### config.mk
export PLATFORM = sky130hd
export DESIGN_NAME = rug_bank
export DESIGN_NICKNAME = d
export VERILOG_FILES = /design/src/verilog/rug_pkg.sv /design/src/verilog/rug_bank.sv
export VERILOG_INCLUDE_DIRS = /design/src /design/src/verilog
export SDC_FILE = /design/constraint.sdc
export NUM_CORES = 1
export LEC_CHECK = 0
export ABC_AREA = 1
export BUFFER_PORTS_ARGS = -buffer_cell sky130_fd_sc_hd__buf_2
export CORE_ASPECT_RATIO = 1.25
export CORE_MARGIN = 2
export CORE_UTILIZATION = 50
export CTS_CLUSTER_DIAMETER = 60
export DETAILED_ROUTE_END_ITERATION = 7
export GPL_TIMING_DRIVEN = 0
export MAX_ROUTING_LAYER = met4
export PLACE_DENSITY = 0.78
export SLEW_MARGIN = 25
export SYNTH_ARGS = -nofsm -noshare
export SYNTH_HDL_FRONTEND = slang
export SYNTH_SLANG_ARGS = --single-unit
### constraint.sdc
create_clock -name clk -period 1.1 [get_ports clk]
set_input_delay 0 -clock clk [delete_from_list [all_inputs] [get_ports clk]]
set_output_delay 0 -clock clk [all_outputs]
set_load 0.05 [all_outputs]
### src/verilog/rug_defs.svh
// register map, field positions and reset values of the uart/global/interrupt-enable bank
`ifndef RUG_DEFS_SVH
`define RUG_DEFS_SVH

// ----------------------------------------------------------------------------
// offsets
// ----------------------------------------------------------------------------
`define RUG_OFS_UART   8'h50
`define RUG_OFS_REV    8'hB0
`define RUG_OFS_GLB    8'hB2
`define RUG_OFS_IEN    8'hB3

// ----------------------------------------------------------------------------
// reset values and implemented-bit masks
// ----------------------------------------------------------------------------
`define RUG_RST_UART   8'h02
`define RUG_RST_GLB    8'h00
`define RUG_RST_IEN    8'h00
`define RUG_MSK_UART   8'hDF
`define RUG_MSK_GLB    8'h58
`define RUG_MSK_IEN    8'hCC
`define RUG_REV_DFLT   8'h5A

// ----------------------------------------------------------------------------
// field positions
// ----------------------------------------------------------------------------
`define RUG_B_LINE_SWAP    4
`define RUG_B_SRC_VALID    3
`define RUG_B_DIR_REV      2
`define RUG_B_SRC_SEL      1
`define RUG_B_SOFT_EN      0
`define RUG_B_SOFT_RST     7
`define RUG_B_PORT_DIS     6
`define RUG_B_DRIVE_TYPE   4
`define RUG_B_POLARITY     3
`define RUG_B_RISE_EN      7
`define RUG_B_FALL_EN      6
`define RUG_B_WAKE_EN      3
`define RUG_B_DISC_EN      2

`endif

### src/verilog/rug_pkg.sv
// types of the uart/global/interrupt-enable register bank
package rug_pkg;

  typedef enum logic [0:0] {
    RUG_TRIG_EDGE  = 1'b0,
    RUG_TRIG_LEVEL = 1'b1
  } rug_trig_e;

  typedef struct packed {
    logic [7:0] uart;
    logic [7:0] glb;
    logic [7:0] ien;
    logic       soft_pend;
    logic       rst_out;
    logic       disabled;
    logic [3:0] sync1;
    logic [3:0] sync2;
    logic       aux_prev;
    logic       aux_prev_ok;
    logic [3:0] pend;
    logic [7:0] rd_data;
    logic       uart_active;
    logic       to_eusb;
    logic       eusb_minus;
    logic       to_usb;
    logic       usb_minus;
    logic       irq_out;
    logic       irq_oe;
    logic       irq_asserted;
  } rug_state_s;

endpackage : rug_pkg

### src/verilog/rug_bank.sv
// uart pass-through steering, global controls and first interrupt-enable set
`timescale 1ns/1ps
`include "rug_defs.svh"

module rug_bank #(
  parameter logic [7:0] REV_CODE = `RUG_REV_DFLT, // arbitrary value
  parameter int         ADDR_W   = 8
) (
  // clock and reset
  input  wire logic                 clk,
  input  wire logic                 sys_rst,
  input  wire logic                 reset_pin_n,
  // register port from the i2c target
  input  wire logic [ADDR_W-1:0]    reg_addr,
  input  wire logic                 reg_wr,
  input  wire logic [7:0]           reg_wdata,
  input  wire logic                 reg_rd,
  output logic      [7:0]           reg_rdata,
  // pins
  input  wire logic                 uart_enable_pin,
  input  wire logic                 aux_input_pin,
  input  wire logic                 aux_in_trigger_kind,
  output logic                      interrupt_pin_out,
  output logic                      interrupt_pin_oe,
  // port link state
  input  wire logic                 port_connected,
  input  wire logic                 usb_dp_rx,
  input  wire logic                 usb_dm_rx,
  input  wire logic                 eusb_dp_rx,
  input  wire logic                 eusb_dm_rx,
  input  wire logic                 remote_wake_evt,
  input  wire logic                 disconnect_evt,
  input  wire logic [3:0]           irq_clear,
  // controls to the repeater
  output logic                      device_reset,
  output logic                      port_repeater_disabled,
  output logic                      uart_active,
  output logic                      uart_to_eusb,
  output logic                      uart_eusb_line_minus,
  output logic                      uart_to_usb,
  output logic                      uart_usb_line_minus
);
  import rug_pkg::*;

  // ----------------------------------------------------------------------------
  // elaboration check
  // ----------------------------------------------------------------------------
  if (ADDR_W < 8) begin : g_chk
    $error("rug_bank: ADDR_W must be at least 8");
  end

  rug_state_s st;
  rug_state_s next_st;

  // sync order: [0] uart pin, [1] aux pin, [2] reset pin, [3] connected
  // usb/eusb line inputs skip the synchronisers and are registered only once, on the way out; they are
  // asynchronous by nature and only steered, never decoded here
  wire logic uart_pin_s  = st.sync2[0];
  wire logic aux_s       = st.sync2[1];
  wire logic rst_pin_low = ~st.sync2[2];
  wire logic connected_s = st.sync2[3];

  function automatic logic [7:0] read_mux(input logic [ADDR_W-1:0] a, input rug_state_s s);
    logic [7:0] r;
    r = 8'h00;
    case (a)
      ADDR_W'(`RUG_OFS_UART): r = s.uart & `RUG_MSK_UART;
      ADDR_W'(`RUG_OFS_REV):  r = REV_CODE;
      ADDR_W'(`RUG_OFS_GLB):  r = s.glb & `RUG_MSK_GLB;
      ADDR_W'(`RUG_OFS_IEN):  r = s.ien & `RUG_MSK_IEN;
      default:                r = 8'h00;
    endcase
    return r;
  endfunction : read_mux

  // ----------------------------------------------------------------------------
  // derived terms
  // ----------------------------------------------------------------------------
  logic sel_reg;
  logic uart_en_eff;
  logic src_usb;
  logic src_eusb;
  logic lvl_rise;
  logic lvl_fall;
  logic lvl_mode;
  logic irq_any;
  logic dev_rst;
  logic rise_ev;
  logic fall_ev;
  logic [3:0] set_ev;

  always_comb begin
    // pin is forced as source unless the select bit is declared valid
    sel_reg     = st.uart[`RUG_B_SRC_VALID] & st.uart[`RUG_B_SRC_SEL];
    uart_en_eff = sel_reg ? st.uart[`RUG_B_SOFT_EN] : uart_pin_s;
    src_usb     = st.uart[`RUG_B_DIR_REV] ? usb_dm_rx : usb_dp_rx;
    src_eusb    = st.uart[`RUG_B_DIR_REV] ? eusb_dp_rx : eusb_dm_rx;
    dev_rst     = sys_rst | rst_pin_low | st.soft_pend;
    rise_ev     = st.aux_prev_ok & aux_s & ~st.aux_prev;
    fall_ev     = st.aux_prev_ok & ~aux_s & st.aux_prev;
    lvl_mode    = (aux_in_trigger_kind == RUG_TRIG_LEVEL);
    lvl_rise    = lvl_mode & st.ien[`RUG_B_RISE_EN] & aux_s;
    lvl_fall    = lvl_mode & st.ien[`RUG_B_FALL_EN] & ~aux_s;
    set_ev[0]   = ~lvl_mode & st.ien[`RUG_B_RISE_EN] & rise_ev;
    set_ev[1]   = ~lvl_mode & st.ien[`RUG_B_FALL_EN] & fall_ev;
    set_ev[2]   = st.ien[`RUG_B_WAKE_EN] & remote_wake_evt;
    set_ev[3]   = st.ien[`RUG_B_DISC_EN] & disconnect_evt;
    irq_any     = (|st.pend) | lvl_rise | lvl_fall;
  end

  // ----------------------------------------------------------------------------
  // next state
  // ----------------------------------------------------------------------------
  always_comb begin
    next_st       = st;
    next_st.sync1 = {port_connected, reset_pin_n, aux_input_pin, uart_enable_pin};
    next_st.sync2 = st.sync1;
    next_st.rst_out = dev_rst;
    if (dev_rst) begin
      next_st.uart        = `RUG_RST_UART;
      next_st.glb         = `RUG_RST_GLB;
      next_st.ien         = `RUG_RST_IEN;
      next_st.soft_pend   = 1'b0;
      next_st.disabled    = 1'b0;
      next_st.aux_prev    = 1'b0;
      next_st.aux_prev_ok = 1'b0;
      next_st.pend        = 4'h0;
      next_st.rd_data     = 8'h00;
      next_st.uart_active = 1'b0;
      next_st.to_eusb     = 1'b0;
      next_st.eusb_minus  = 1'b0;
      next_st.to_usb      = 1'b0;
      next_st.usb_minus   = 1'b0;
      next_st.irq_asserted = 1'b0;
      next_st.irq_out     = 1'b1;
      next_st.irq_oe      = 1'b0;
    end else begin
      if (reg_wr) begin
        case (reg_addr)
          ADDR_W'(`RUG_OFS_UART): next_st.uart = reg_wdata & `RUG_MSK_UART;
          ADDR_W'(`RUG_OFS_GLB): begin
            next_st.glb       = reg_wdata & `RUG_MSK_GLB;
            next_st.soft_pend = reg_wdata[`RUG_B_SOFT_RST];
          end
          ADDR_W'(`RUG_OFS_IEN):  next_st.ien  = reg_wdata & `RUG_MSK_IEN;
          default: ;
        endcase
      end
      if (reg_rd) begin
        next_st.rd_data = read_mux(reg_addr, st);
      end
      // disable takes hold only once the port is idle or reports disconnect
      next_st.disabled = st.glb[`RUG_B_PORT_DIS] &
                         (st.disabled | ~connected_s | disconnect_evt);
      next_st.aux_prev    = aux_s;
      next_st.aux_prev_ok = 1'b1;
      // set wins over a clear in the same cycle
      next_st.pend = (st.pend & ~irq_clear) | set_ev;
      next_st.uart_active = uart_en_eff;
      next_st.to_eusb     = uart_en_eff & src_usb;
      next_st.eusb_minus  = st.uart[`RUG_B_DIR_REV] ^ st.uart[`RUG_B_LINE_SWAP];
      next_st.to_usb      = uart_en_eff & src_eusb;
      next_st.usb_minus   = ~(st.uart[`RUG_B_DIR_REV] ^ st.uart[`RUG_B_LINE_SWAP]);
      next_st.irq_asserted = irq_any;
      if (st.glb[`RUG_B_DRIVE_TYPE]) begin
        next_st.irq_oe  = 1'b1;
        next_st.irq_out = irq_any ^ st.glb[`RUG_B_POLARITY];
      end else begin
        next_st.irq_oe  = irq_any;
        next_st.irq_out = 1'b0;
      end
    end
  end

  always_ff @(posedge clk) begin
    st <= next_st;
  end

  // ----------------------------------------------------------------------------
  // outputs
  // ----------------------------------------------------------------------------
  assign reg_rdata              = st.rd_data;
  assign interrupt_pin_out      = st.irq_out;
  assign interrupt_pin_oe       = st.irq_oe;
  assign device_reset           = st.rst_out;
  assign port_repeater_disabled = st.disabled;
  assign uart_active            = st.uart_active;
  assign uart_to_eusb           = st.to_eusb;
  assign uart_eusb_line_minus   = st.eusb_minus;
  assign uart_to_usb            = st.to_usb;
  assign uart_usb_line_minus    = st.usb_minus;
endmodule : rug_bank

======== Word level (Yosys, flattened, before mapping) ========
Cells that the tools add are included.
W data, S select, Z words.
word-level totals
  bits in registers ....................... 46
  logic and storage cells ................. 69
  bits of input ports ..................... 35
cells by class
  reductions and logical operators ........ 4
  equality and inequality tests ........... 4
  multiplexer cells ....................... 7
  bitwise logic cells ..................... 35
operators by type and width
  kind                  count
  $pmux W8 S4           1
  $eq A8 B8 Y1 const B  3
  $mux W21              1
  $and A1 B1 Y1         18
  $eq A8 B7 Y1 const B  1
  $mux W8               1
  $not A1 Y1            6
  $or A1 B1 Y1          6
  $reduce_and A2 Y1     3
  $and A4 B4 Y4         1
  $not A4 Y4            1
  $or A4 B4 Y4          1
  $reduce_or A4 Y1      1
  $mux W1               3
  $mux W2               1
  $xor A1 B1 Y1         2

======== Longest topological paths before layout ========
Gate-level depths: netlist (run 1).
  depth in word-level cells ............... 7
  gate-level depth with buffers ........... 9
  gate-level depth less buffers ........... 9

======== Worst setup path before layout (run 1) ========
OpenSTA, ideal clock, no wires.
  path type ............................... register to register
  from .................................... register st[32] (netlist name)
  to ...................................... register st, in the netlist reg_rdata[0]
  data arrival time ....................... 911 ps
  stages on the path, launching flop included .. 7
  setup time .............................. 70 ps
  period minus slack after synthesis ...... 980 ps
  setup slack ............................. 120 ps
  cell sequence ........................... dfxtp_1 > nor2_1 > nand2_2 > inv_2 > buf_4 > o21ai_1 > a21oi_1
between the ends
  word-level cells in the longest chain between the ends .. 1
ends and longest elaborated chain
  item                    line             source
  start, declared         rug_bank.sv:52   rug_state_s st;
  start signal, assigned  rug_bank.sv:176  st <= next_st;
  $or A1 B1 Y1            rug_bank.sv:98   dev_rst = sys_rst | rst_pin_low | st.soft_pend;
No other way between the ends.
A chain may end at the register's enable or synchronous reset.

======== Final worst setup path (run 1) ========
  from .................................... register st[51] (netlist name)
  to ...................................... register st, in the netlist reg_rdata[2]
between the ends
  word-level cells in the longest chain between the ends .. 1
ends and longest elaborated chain
  item         line            source
  $pmux W8 S4  rug_bank.sv:66  case (a)
No other way between the ends.

==> report_table.html, run 1 <==
<table>
<tr><th>Metric</th><th>Value</th></tr>
<tr><th colspan="2">Yosys</th></tr>
<tr><td>Mapped Avg Cell Area</td><td>approximately 8.0 um^2</td></tr>
<tr><td>Most common cell in the netlist</td><td>dfxtp_1</td></tr>
<tr><td>Async S/R FF share, synth</td><td>0%</td></tr>
<tr><td>Biggest area consumer among synthesized cells</td><td>dfxtp_1</td></tr>
<tr><td>Top cells by area, synth</td><td>dfxtp_1, nand2_1, a21oi_1, inv_1, nor2_1</td></tr>
<tr><td>Count of state elements after synthesis</td><td>between 40 and 50</td></tr>
<tr><td>Register area share after synthesis</td><td>50.42%</td></tr>
<tr><td>Mapped cell area</td><td>about 0.0018 mm^2</td></tr>
<tr><td>Synthesized Nets</td><td>approximately 260</td></tr>
<tr><td>Count of distinct cell types in the synthesized netlist</td><td>27</td></tr>
<tr><td>YS warnings</td><td>0</td></tr>
<tr><td>Most common library cells after synthesis</td><td>dfxtp_1, nand2_1, inv_1, nor2_1, a21oi_1</td></tr>
<tr><td>Share of the synthesized area in the top cell type</td><td>50.42%</td></tr>
<tr><td>Count of flip-flops with a built-in enable after synthesis</td><td>0</td></tr>
<tr><td>Most common flop cell mapped by yosys</td><td>dfxtp_1</td></tr>
<tr><td>Gate count of the mapped netlist</td><td>223</td></tr>
<tr><th colspan="2">Global route</th></tr>
<tr><td>Maximum number of pins on one net before global-route repair</td><td>20</td></tr>
<tr><td>Global-route wire length before repair</td><td>6.589 mm</td></tr>
<tr><td>Total global-route track usage</td><td>21.12%</td></tr>
<tr><td>Initial antenna violation count</td><td>0</td></tr>
<tr><td>Number of global-route vias before repair</td><td>1566</td></tr>
<tr><td>Overflow left after global routing</td><td>0</td></tr>
<tr><th colspan="2">Floorplan</th></tr>
<tr><td>Initial core utilization</td><td>51.74%</td></tr>
<tr><td>Die ar.</td><td>slightly above 0.004 mm^2</td></tr>
<tr><td>Core ar.</td><td>0.003453 mm^2</td></tr>
<tr><td>Die X</td><td>roughly 57 um</td></tr>
<tr><td>Overall die height</td><td>70.84 um</td></tr>
<tr><td># IOs</td><td>52</td></tr>
<tr><td>Number of standard-cell rows in the floorplan</td><td>24</td></tr>
<tr><th colspan="2">Layout</th></tr>
<tr><td>Number of cells in the finished layout apart from fillers</td><td>338</td></tr>
<tr><td>Layout net count</td><td>333</td></tr>
<tr><td>Fraction of layout instances using a drive strength above 1</td><td>32.11%</td></tr>
<tr><td>Area growth syn-to-layout</td><td>32.84%</td></tr>
<tr><td>Finished Cell Area</td><td>between 0.002 and 0.0025 mm^2</td></tr>
<tr><td>Area of the multi-input gates</td><td>706.9 um^2</td></tr>
<tr><td>Total of fill cells in the finished design</td><td>roughly 280</td></tr>
<tr><td>Flip-flop and latch area</td><td>903.4 um^2</td></tr>
<tr><td>Total inserted antenna cells</td><td>0</td></tr>
<tr><th colspan="2">Power and ir drop</th></tr>
<tr><td>Worst voltage drop across the vdd grid</td><td>~1200 uV</td></tr>
<tr><td>Sw Pwr</td><td>723.6 uW</td></tr>
<tr><td>PwrDens</td><td>1242 mW/mm^2</td></tr>
<tr><td>Total leakage power</td><td>approximately 0.0011 uW</td></tr>
<tr><td>Internal power of the cells</td><td>between 2000 and 2500 uW</td></tr>
<tr><td>Flop pwr share</td><td>a little under three fifths</td></tr>
<tr><td>Switching Share</td><td>24.54%</td></tr>
<tr><td>Combinational fraction of design power</td><td>10.0%</td></tr>
<tr><td>Clock network power share</td><td>~33%</td></tr>
<tr><th colspan="2">Clock network</th></tr>
<tr><td>Latest clock arrival within the worst-skew pair</td><td>290 ps</td></tr>
<tr><td>CTS tree</td><td>built</td></tr>
<tr><td>Clk pin slew, worst setup/hold paths</td><td>80 ps</td></tr>
<tr><td>Count of H-tree levels built during CTS</td><td>2</td></tr>
<tr><td>Clock tree root driver cell</td><td>clkbuf_8</td></tr>
<tr><td>CTS Buf Count</td><td>5</td></tr>
<tr><td>Clock tree sinks</td><td>45</td></tr>
<tr><td>Largest buffer count on any clock path</td><td>2</td></tr>
<tr><th colspan="2">Route</th></tr>
<tr><td>Routed length per placed instance</td><td>11.68 um</td></tr>
<tr><td>Initial DRC Count</td><td>40</td></tr>
<tr><td>DRC violations left</td><td>0</td></tr>
<tr><td>DRT Wirelength</td><td>3.949 mm</td></tr>
<tr><td>1st-pass router iterations</td><td>5</td></tr>
<tr><td>Number of vias in the routed layout</td><td>1632</td></tr>
<tr><td>Via count normalized by instance count</td><td>4.828</td></tr>
<tr><td>Final ANT Viol Nets</td><td>0</td></tr>
<tr><th colspan="2">Worst setup path</th></tr>
<tr><td>Crit path largest cell delay</td><td>between 300 and 400 ps</td></tr>
<tr><td>Kind of start point of the critical path</td><td>flop</td></tr>
<tr><td>Critical path cell sequence</td><td>inv_1, nor2_1, o21ai_0, a21oi_1</td></tr>
<tr><td>Crit-path max FO</td><td>4</td></tr>
<tr><td>Depth of the most critical reg-to-reg path</td><td>4</td></tr>
<tr><td>Stages on worst setup path</td><td>4</td></tr>
<tr><td>Critical path class</td><td>flop to flop</td></tr>
<tr><td>Cell class contributing the biggest share of worst-path delay</td><td>flip-flops</td></tr>
<tr><td>Crit. End Element</td><td>flop</td></tr>
<tr><td>Worst-path cell with the longest stage delay</td><td>dfxtp_1</td></tr>
<tr><td>Required time of the critical path</td><td>1280 ps</td></tr>
<tr><td>Number of buffer and inverter instances along the worst setup path</td><td>1</td></tr>
<tr><td>Data arrival time of the critical path</td><td>1190 ps</td></tr>
<tr><th colspan="2">Hold path</th></tr>
<tr><td>Worst hold path type</td><td>primary input to flop</td></tr>
<tr><td>Number of stages on the worst hold path</td><td>4</td></tr>
<tr><th colspan="2">STA</th></tr>
<tr><td>Pins Over Slew Limit</td><td>0</td></tr>
<tr><td>Final setup violation count</td><td>0</td></tr>
<tr><td>Post-route clock skew</td><td>4.752 ps</td></tr>
<tr><td>Final critical-path required period</td><td>1010 ps</td></tr>
<tr><td>Part of the cycle the worst path needs</td><td>91.83%</td></tr>
<tr><td>Final hold violations</td><td>1</td></tr>
<tr><td>Post-layout worst setup margin</td><td>89.89 ps</td></tr>
<tr><td>Worst-case hold slack</td><td>-0.9577 ps</td></tr>
<tr><td>RSZ-0062 raised after global routing</td><td>no</td></tr>
<tr><td>Fmax</td><td>0.9900 GHz</td></tr>
<tr><th colspan="2">Placed design</th></tr>
<tr><td>Number of input and output port buffers inserted</td><td>48</td></tr>
<tr><td>Cell area reported after detailed placement</td><td>0.002076 mm^2</td></tr>
<tr><td>Placed cell count</td><td>310</td></tr>
<tr><td>Dpl ws</td><td>-89.48 ps</td></tr>
<tr><td>Final GP Congestion</td><td>0.8772</td></tr>
<tr><td>Detailed-placement wirelength estimate</td><td>2.719 mm</td></tr>
<tr><th colspan="2">Run status</th></tr>
<tr><td>Outcome</td><td>complete, but fails checks</td></tr>
<tr><td>Violated checks</td><td>negative hold slack</td></tr>
<tr><th colspan="2">Run</th></tr>
<tr><td>Max-cap violations</td><td>0</td></tr>
</table>
-- worst reg2reg max path, stage by stage, from the launching register on --
cell	delay, ps
dfxtp_1	350
inv_1	160
nor2_1	70
o21ai_0	220
a21oi_1	90
-- layout by cell type (no fill, tap or decap), types with 10 or more instances in the layout --
cell type       n
nand3_1        12
inv_1          24
a21oi_1        19
buf_2          49
nand2_1        39
buf_4          10
dfxtp_1        43
dlygate4sd3_1  18
o21ai_0        12
nor2_1         21
-- metal layers --
metal / wire length [um] / part of all wire (%) / vias to the layer above / global-route usage [%]
met1: 1616 / 41 / 731 / 23.98
li1: - / - / 842 / -
met3: 241 / 6.1 / 7 / 4.570
met2: 2017 / 51 / 52 / 36.24
met5: 0 / 0 / - / -
met4: 74 / 1.9 / 0 / 7.235
-- worst paths after layout --
check | start | endpoint | slack, ps
setup / recovery | st[51] | reg_rdata[2] | 90
hold / removal | irq_clear[3] | st[19] | -1
setup reg to reg | st[51] | reg_rdata[2] | 90
hold reg to reg | next_st[22] | st[22] | 330
-- final cells by class --
type | count | area share [%]
Inverter | 30 | 4.955
Clock buffer | 5 | 2.899
Timing Repair Buffer | 68 | 18.34
Sequential cell | 45 | 38.06
Clock inverter | 3 | 0.7380
Buffer | 10 | 2.952
Tap cell | 39 | 2.056
Multi-Input combinational cell | 137 | 29.78
Timing Repair inverter | 1 | 0.2109
-- through the flow --
step                      total power (uW)  setup TNS, ps  utilization [%]
final                                 2948              0            68.73
after global routing                  3071              0            68.73
after CTS                             2955              0            67.90
after detailed placement              1942         -797.7            60.11
after global placement                1939         -493.3            60.11
after floorplan                       1847              0                -
-- sequential cells by signal, summed over array words and instances (netlist names) --
| register | flops |
|---|---|
| aux_s | 1 |
| port_repeater_disabled | 1 |
| uart_usb_line_minus | 1 |
| uart_to_eusb | 1 |
| device_reset | 1 |
| connected_s | 1 |
| uart_eusb_line_minus | 1 |
| uart_active | 1 |
| interrupt_pin_oe | 1 |
| reg_rdata | 7 |
| st | 23 |
| interrupt_pin_out | 1 |
| next_st | 4 |
| uart_to_usb | 1 |
-- cells by family after synthesis --
kind of cell	count (synthesis)	synth area share [%]
buffers and inverters	41	10.57
AOI/OAI and AO/OA	42	12.40
xor gates and xnor gates	1	0.4903
DFF	45	50.42
other	1	0.2099
and+or+nand+nor	93	25.91
-- power groups by stage --
stage / combinational, uW / clock, uW / sequential [uW]
2_1_floorplan: 109 / 0 / 1740
3_3_place_gp: 233 / 0 / 1710
3_5_place_dp: 236 / 0 / 1710
4_1_cts: 286 / 1000 / 1670
5_1_grt: 321 / 1080 / 1670
6_report: 294 / 986 / 1670
-- repair_timing --
item | CTS | global route
resized for setup | 1 | 10
endpoints found under the hold margin | 19 | 0
buffers inserted | 1 | 1
hold buffers | 18 | 0
cloned | 0 | 1
pin swaps | 1 | 0
endpoints found under the setup margin | 18 | 17
(Power assumes the default switching activity.)
==> run 2: changes to the inputs <==
--- a/config.mk
+++ b/config.mk
@@ -15,7 +15,7 @@
 export DETAILED_ROUTE_END_ITERATION = 7
 export GPL_TIMING_DRIVEN = 0
 export MAX_ROUTING_LAYER = met4
-export PLACE_DENSITY = 0.78
+export PLACE_DENSITY = 0.77
 export SLEW_MARGIN = 25
 export SYNTH_ARGS = -nofsm -noshare
 export SYNTH_HDL_FRONTEND = slang
==> run 2 against run 1 <==
  * The flow now finishes without violations
  * Core utilization increased by 1.4 points
  * Critical path depth increased by 1
  * Critical path type unchanged
  * Cell count grew 1.2%
  * Largest power group unchanged
  * Sequential power about the same
==> report_table.html, run 2 (synthesis results as in run 1) <==
<table>
<tr><th>Metric</th><th>Value</th></tr>
<tr><th colspan="2">Run status</th></tr>
<tr><td>Outcome</td><td>finished clean</td></tr>
<tr><th colspan="2">STA</th></tr>
<tr><td>Fmax</td><td>~0.96 GHz</td></tr>
<tr><td>Final critical-path required period</td><td>around 1000 ps</td></tr>
<tr><td>Part of the cycle the worst path needs</td><td>95.00%</td></tr>
<tr><td>RSZ-0062 raised after global routing</td><td>no</td></tr>
<tr><td>Post-route clock skew</td><td>5.544 ps</td></tr>
<tr><td>Final hold violations</td><td>0</td></tr>
<tr><td>Post-layout worst setup margin</td><td>approximately 55 ps</td></tr>
<tr><td>Final setup violation count</td><td>0</td></tr>
<tr><td>Pins Over Slew Limit</td><td>0</td></tr>
<tr><td>Worst-case hold slack</td><td>around 12 ps</td></tr>
<tr><th colspan="2">Route</th></tr>
<tr><td>Number of vias in the routed layout</td><td>~1.6k</td></tr>
<tr><td>Routed length per placed instance</td><td>11.11 um</td></tr>
<tr><td>Via count normalized by instance count</td><td>4.725</td></tr>
<tr><td>DRT Wirelength</td><td>3.800 mm</td></tr>
<tr><td>DRC violations left</td><td>0</td></tr>
<tr><td>1st-pass router iterations</td><td>4</td></tr>
<tr><td>Initial DRC Count</td><td>60</td></tr>
<tr><td>Final ANT Viol Nets</td><td>0</td></tr>
<tr><th colspan="2">Placed design</th></tr>
<tr><td>Number of input and output port buffers inserted</td><td>48</td></tr>
<tr><td>Dpl ws</td><td>-75.78 ps</td></tr>
<tr><td>Detailed-placement wirelength estimate</td><td>2.642 mm</td></tr>
<tr><td>Placed cell count</td><td>310</td></tr>
<tr><td>Final GP Congestion</td><td>a little over 0.8</td></tr>
<tr><th colspan="2">Global route</th></tr>
<tr><td>Number of global-route vias before repair</td><td>1505</td></tr>
<tr><td>Total global-route track usage</td><td>21.07%</td></tr>
<tr><td>Global-route wire length before repair</td><td>approximately 6.3 mm</td></tr>
<tr><td>Maximum number of pins on one net before global-route repair</td><td>15</td></tr>
<tr><td>Overflow left after global routing</td><td>0</td></tr>
<tr><td>Initial antenna violation count</td><td>0</td></tr>
<tr><th colspan="2">Layout</th></tr>
<tr><td>Most frequent standard cell in the layout excluding fill and tap cells</td><td>buf_2</td></tr>
<tr><td>Commonest non-fill, non-tap cells in the layout</td><td>buf_2, dfxtp_1, nand2_1</td></tr>
<tr><td>Total of fill cells in the finished design</td><td>294</td></tr>
<tr><td>Number of cells in the finished layout apart from fillers</td><td>342</td></tr>
<tr><td>Layout net count</td><td>~340</td></tr>
<tr><td>Register with the highest flop count</td><td>st</td></tr>
<tr><td>Fraction of layout instances using a drive strength above 1</td><td>31.35%</td></tr>
<tr><td>Area growth syn-to-layout</td><td>35.64%</td></tr>
<tr><td>Max FFs per register</td><td>23</td></tr>
<tr><td>Final core utilization</td><td>70.18%</td></tr>
<tr><td>Total inserted antenna cells</td><td>0</td></tr>
<tr><th colspan="2">Worst setup path</th></tr>
<tr><td>Kind of start point of the critical path</td><td>flop</td></tr>
<tr><td>Worst-path cell with the longest stage delay</td><td>dfxtp_1</td></tr>
<tr><td>Critical path class</td><td>flop to flop</td></tr>
<tr><td>Crit. End Element</td><td>flop</td></tr>
<tr><td>Crit path largest cell delay</td><td>300 ps</td></tr>
<tr><td>Data arrival time of the critical path</td><td>1280 ps</td></tr>
<tr><td>Crit-path max FO</td><td>10</td></tr>
<tr><td>Required time of the critical path</td><td>1340 ps</td></tr>
<tr><td>Critical path cell sequence</td><td>nor2_1, nand2_2, buf_12, buf_2, a21oi_1</td></tr>
<tr><th colspan="2">Clock network</th></tr>
<tr><td>CTS Buf Count</td><td>5</td></tr>
<tr><td>Count of H-tree levels built during CTS</td><td>2</td></tr>
<tr><td>Clock tree root driver cell</td><td>clkbuf_8</td></tr>
<tr><td>CTS tree</td><td>built</td></tr>
<tr><td>Clock tree sinks</td><td>between 40 and 50</td></tr>
<tr><td>Largest buffer count on any clock path</td><td>2</td></tr>
<tr><td>Latest clock arrival within the worst-skew pair</td><td>300 ps</td></tr>
<tr><td>Clk pin slew, worst setup/hold paths</td><td>approximately 80 ps</td></tr>
<tr><th colspan="2">Floorplan</th></tr>
<tr><td>Core ar.</td><td>between 0.003 and 0.004 mm^2</td></tr>
<tr><td>Die X</td><td>57.47 um</td></tr>
<tr><td>Number of standard-cell rows in the floorplan</td><td>24</td></tr>
<tr><td>Overall die height</td><td>70.84 um</td></tr>
<tr><td>Initial core utilization</td><td>between 50% and 60%</td></tr>
<tr><td># IOs</td><td>52</td></tr>
<tr><td>Die ar.</td><td>0.004071 mm^2</td></tr>
<tr><th colspan="2">Power and ir drop</th></tr>
<tr><td>Worst voltage drop across the vdd grid</td><td>1077 uV</td></tr>
<tr><td>Total leakage power</td><td>0.001158 uW</td></tr>
<tr><td>Clock network power share</td><td>about 33%</td></tr>
<tr><td>Final Power</td><td>2967 uW</td></tr>
<tr><td>Internal power of the cells</td><td>2241 uW</td></tr>
<tr><td>Combinational fraction of design power</td><td>about a tenth</td></tr>
<tr><td>Sw Pwr</td><td>roughly 730 uW</td></tr>
<tr><td>Switching Share</td><td>about a quarter</td></tr>
<tr><td>Flop pwr share</td><td>56.2%</td></tr>
<tr><td>PwrDens</td><td>1224 mW/mm^2</td></tr>
<tr><th colspan="2">Hold path</th></tr>
<tr><td>Worst hold path type</td><td>primary input to flop</td></tr>
<tr><th colspan="2">Run</th></tr>
<tr><td>Max-cap violations</td><td>0</td></tr>
</table>
==> run 2: cell types whose count changed in the layout (fill, tap and decap cells not counted), sizes merged <==
cell	previous run	this run
buf	59	62
clkinv	4	3
dlygate4sd3	18	21
clkbuf	6	5
==> run 2: through the flow <==
step / TNS [ps] / cell area, um^2
floorplan: 0 / 1787
global placement: -347.2 / 2076
detailed placement: -650.6 / 2076
CTS: 0 / 2411
global route: 0 / 2424
finish: 0 / 2424
==> run 2: cell type report <==
type,instances,area [um^2],share of cell area (%)
plain buffers,11,81.33,3.356
clock buffers,5,68.82,2.839
clock inverters,3,17.52,0.7228
inverters,30,117.6,4.853
multi-input cells,137,701.9,28.96
flip-flops and latches,45,902.1,37.22
well taps,39,48.80,2.013
repair buffers,72,485.5,20.03
==> run 2: layer usage <==
metal  track usage [%]  wire [um]  up-vias
met5                 -          0        -
met4             11.63        106        0
met3             5.667        221        9
met2             34.22       1871       54
met1             23.01       1600      699
li1                  -          -      854
==> run 2: what timing repair did <==
action,CTS,global route
gates cloned,0,0
gates resized for setup,2,6
endpoints found under the setup margin,18,6
hold buffers,21,0
buffers inserted,3,0
endpoints found under the hold margin,25,0
pin swaps,1,0
==> run 2: power by group through the flow <==
| stage | combinational, uW | sequential [uW] | clock [uW] |
|---|---|---|---|
| after floorplan | 109 | 1740 | 0 |
| after global placement | 233 | 1710 | 0 |
| after detailed placement | 236 | 1710 | 0 |
| after CTS | 308 | 1670 | 1020 |
| after global routing | 340 | 1670 | 1090 |
| final | 313 | 1670 | 986 |
==> run 2: final timing paths <==
path,from,end,slack [ps],cells after the start
setup / recovery,st[32],st[17],60,5
hold / removal,irq_clear[0],st[16],10,3
setup reg to reg,st[32],st[17],60,5
hold reg to reg,next_st[23],aux_s,330,0
==> run 2: critical path: cells and delay by family, from the launching register on <==
kind                   cells  cell delay [ps]
buffers and inverters      2              320
DFF                        1              300
and+or+nand+nor            2              230
AOI/OAI and AO/OA          1              130
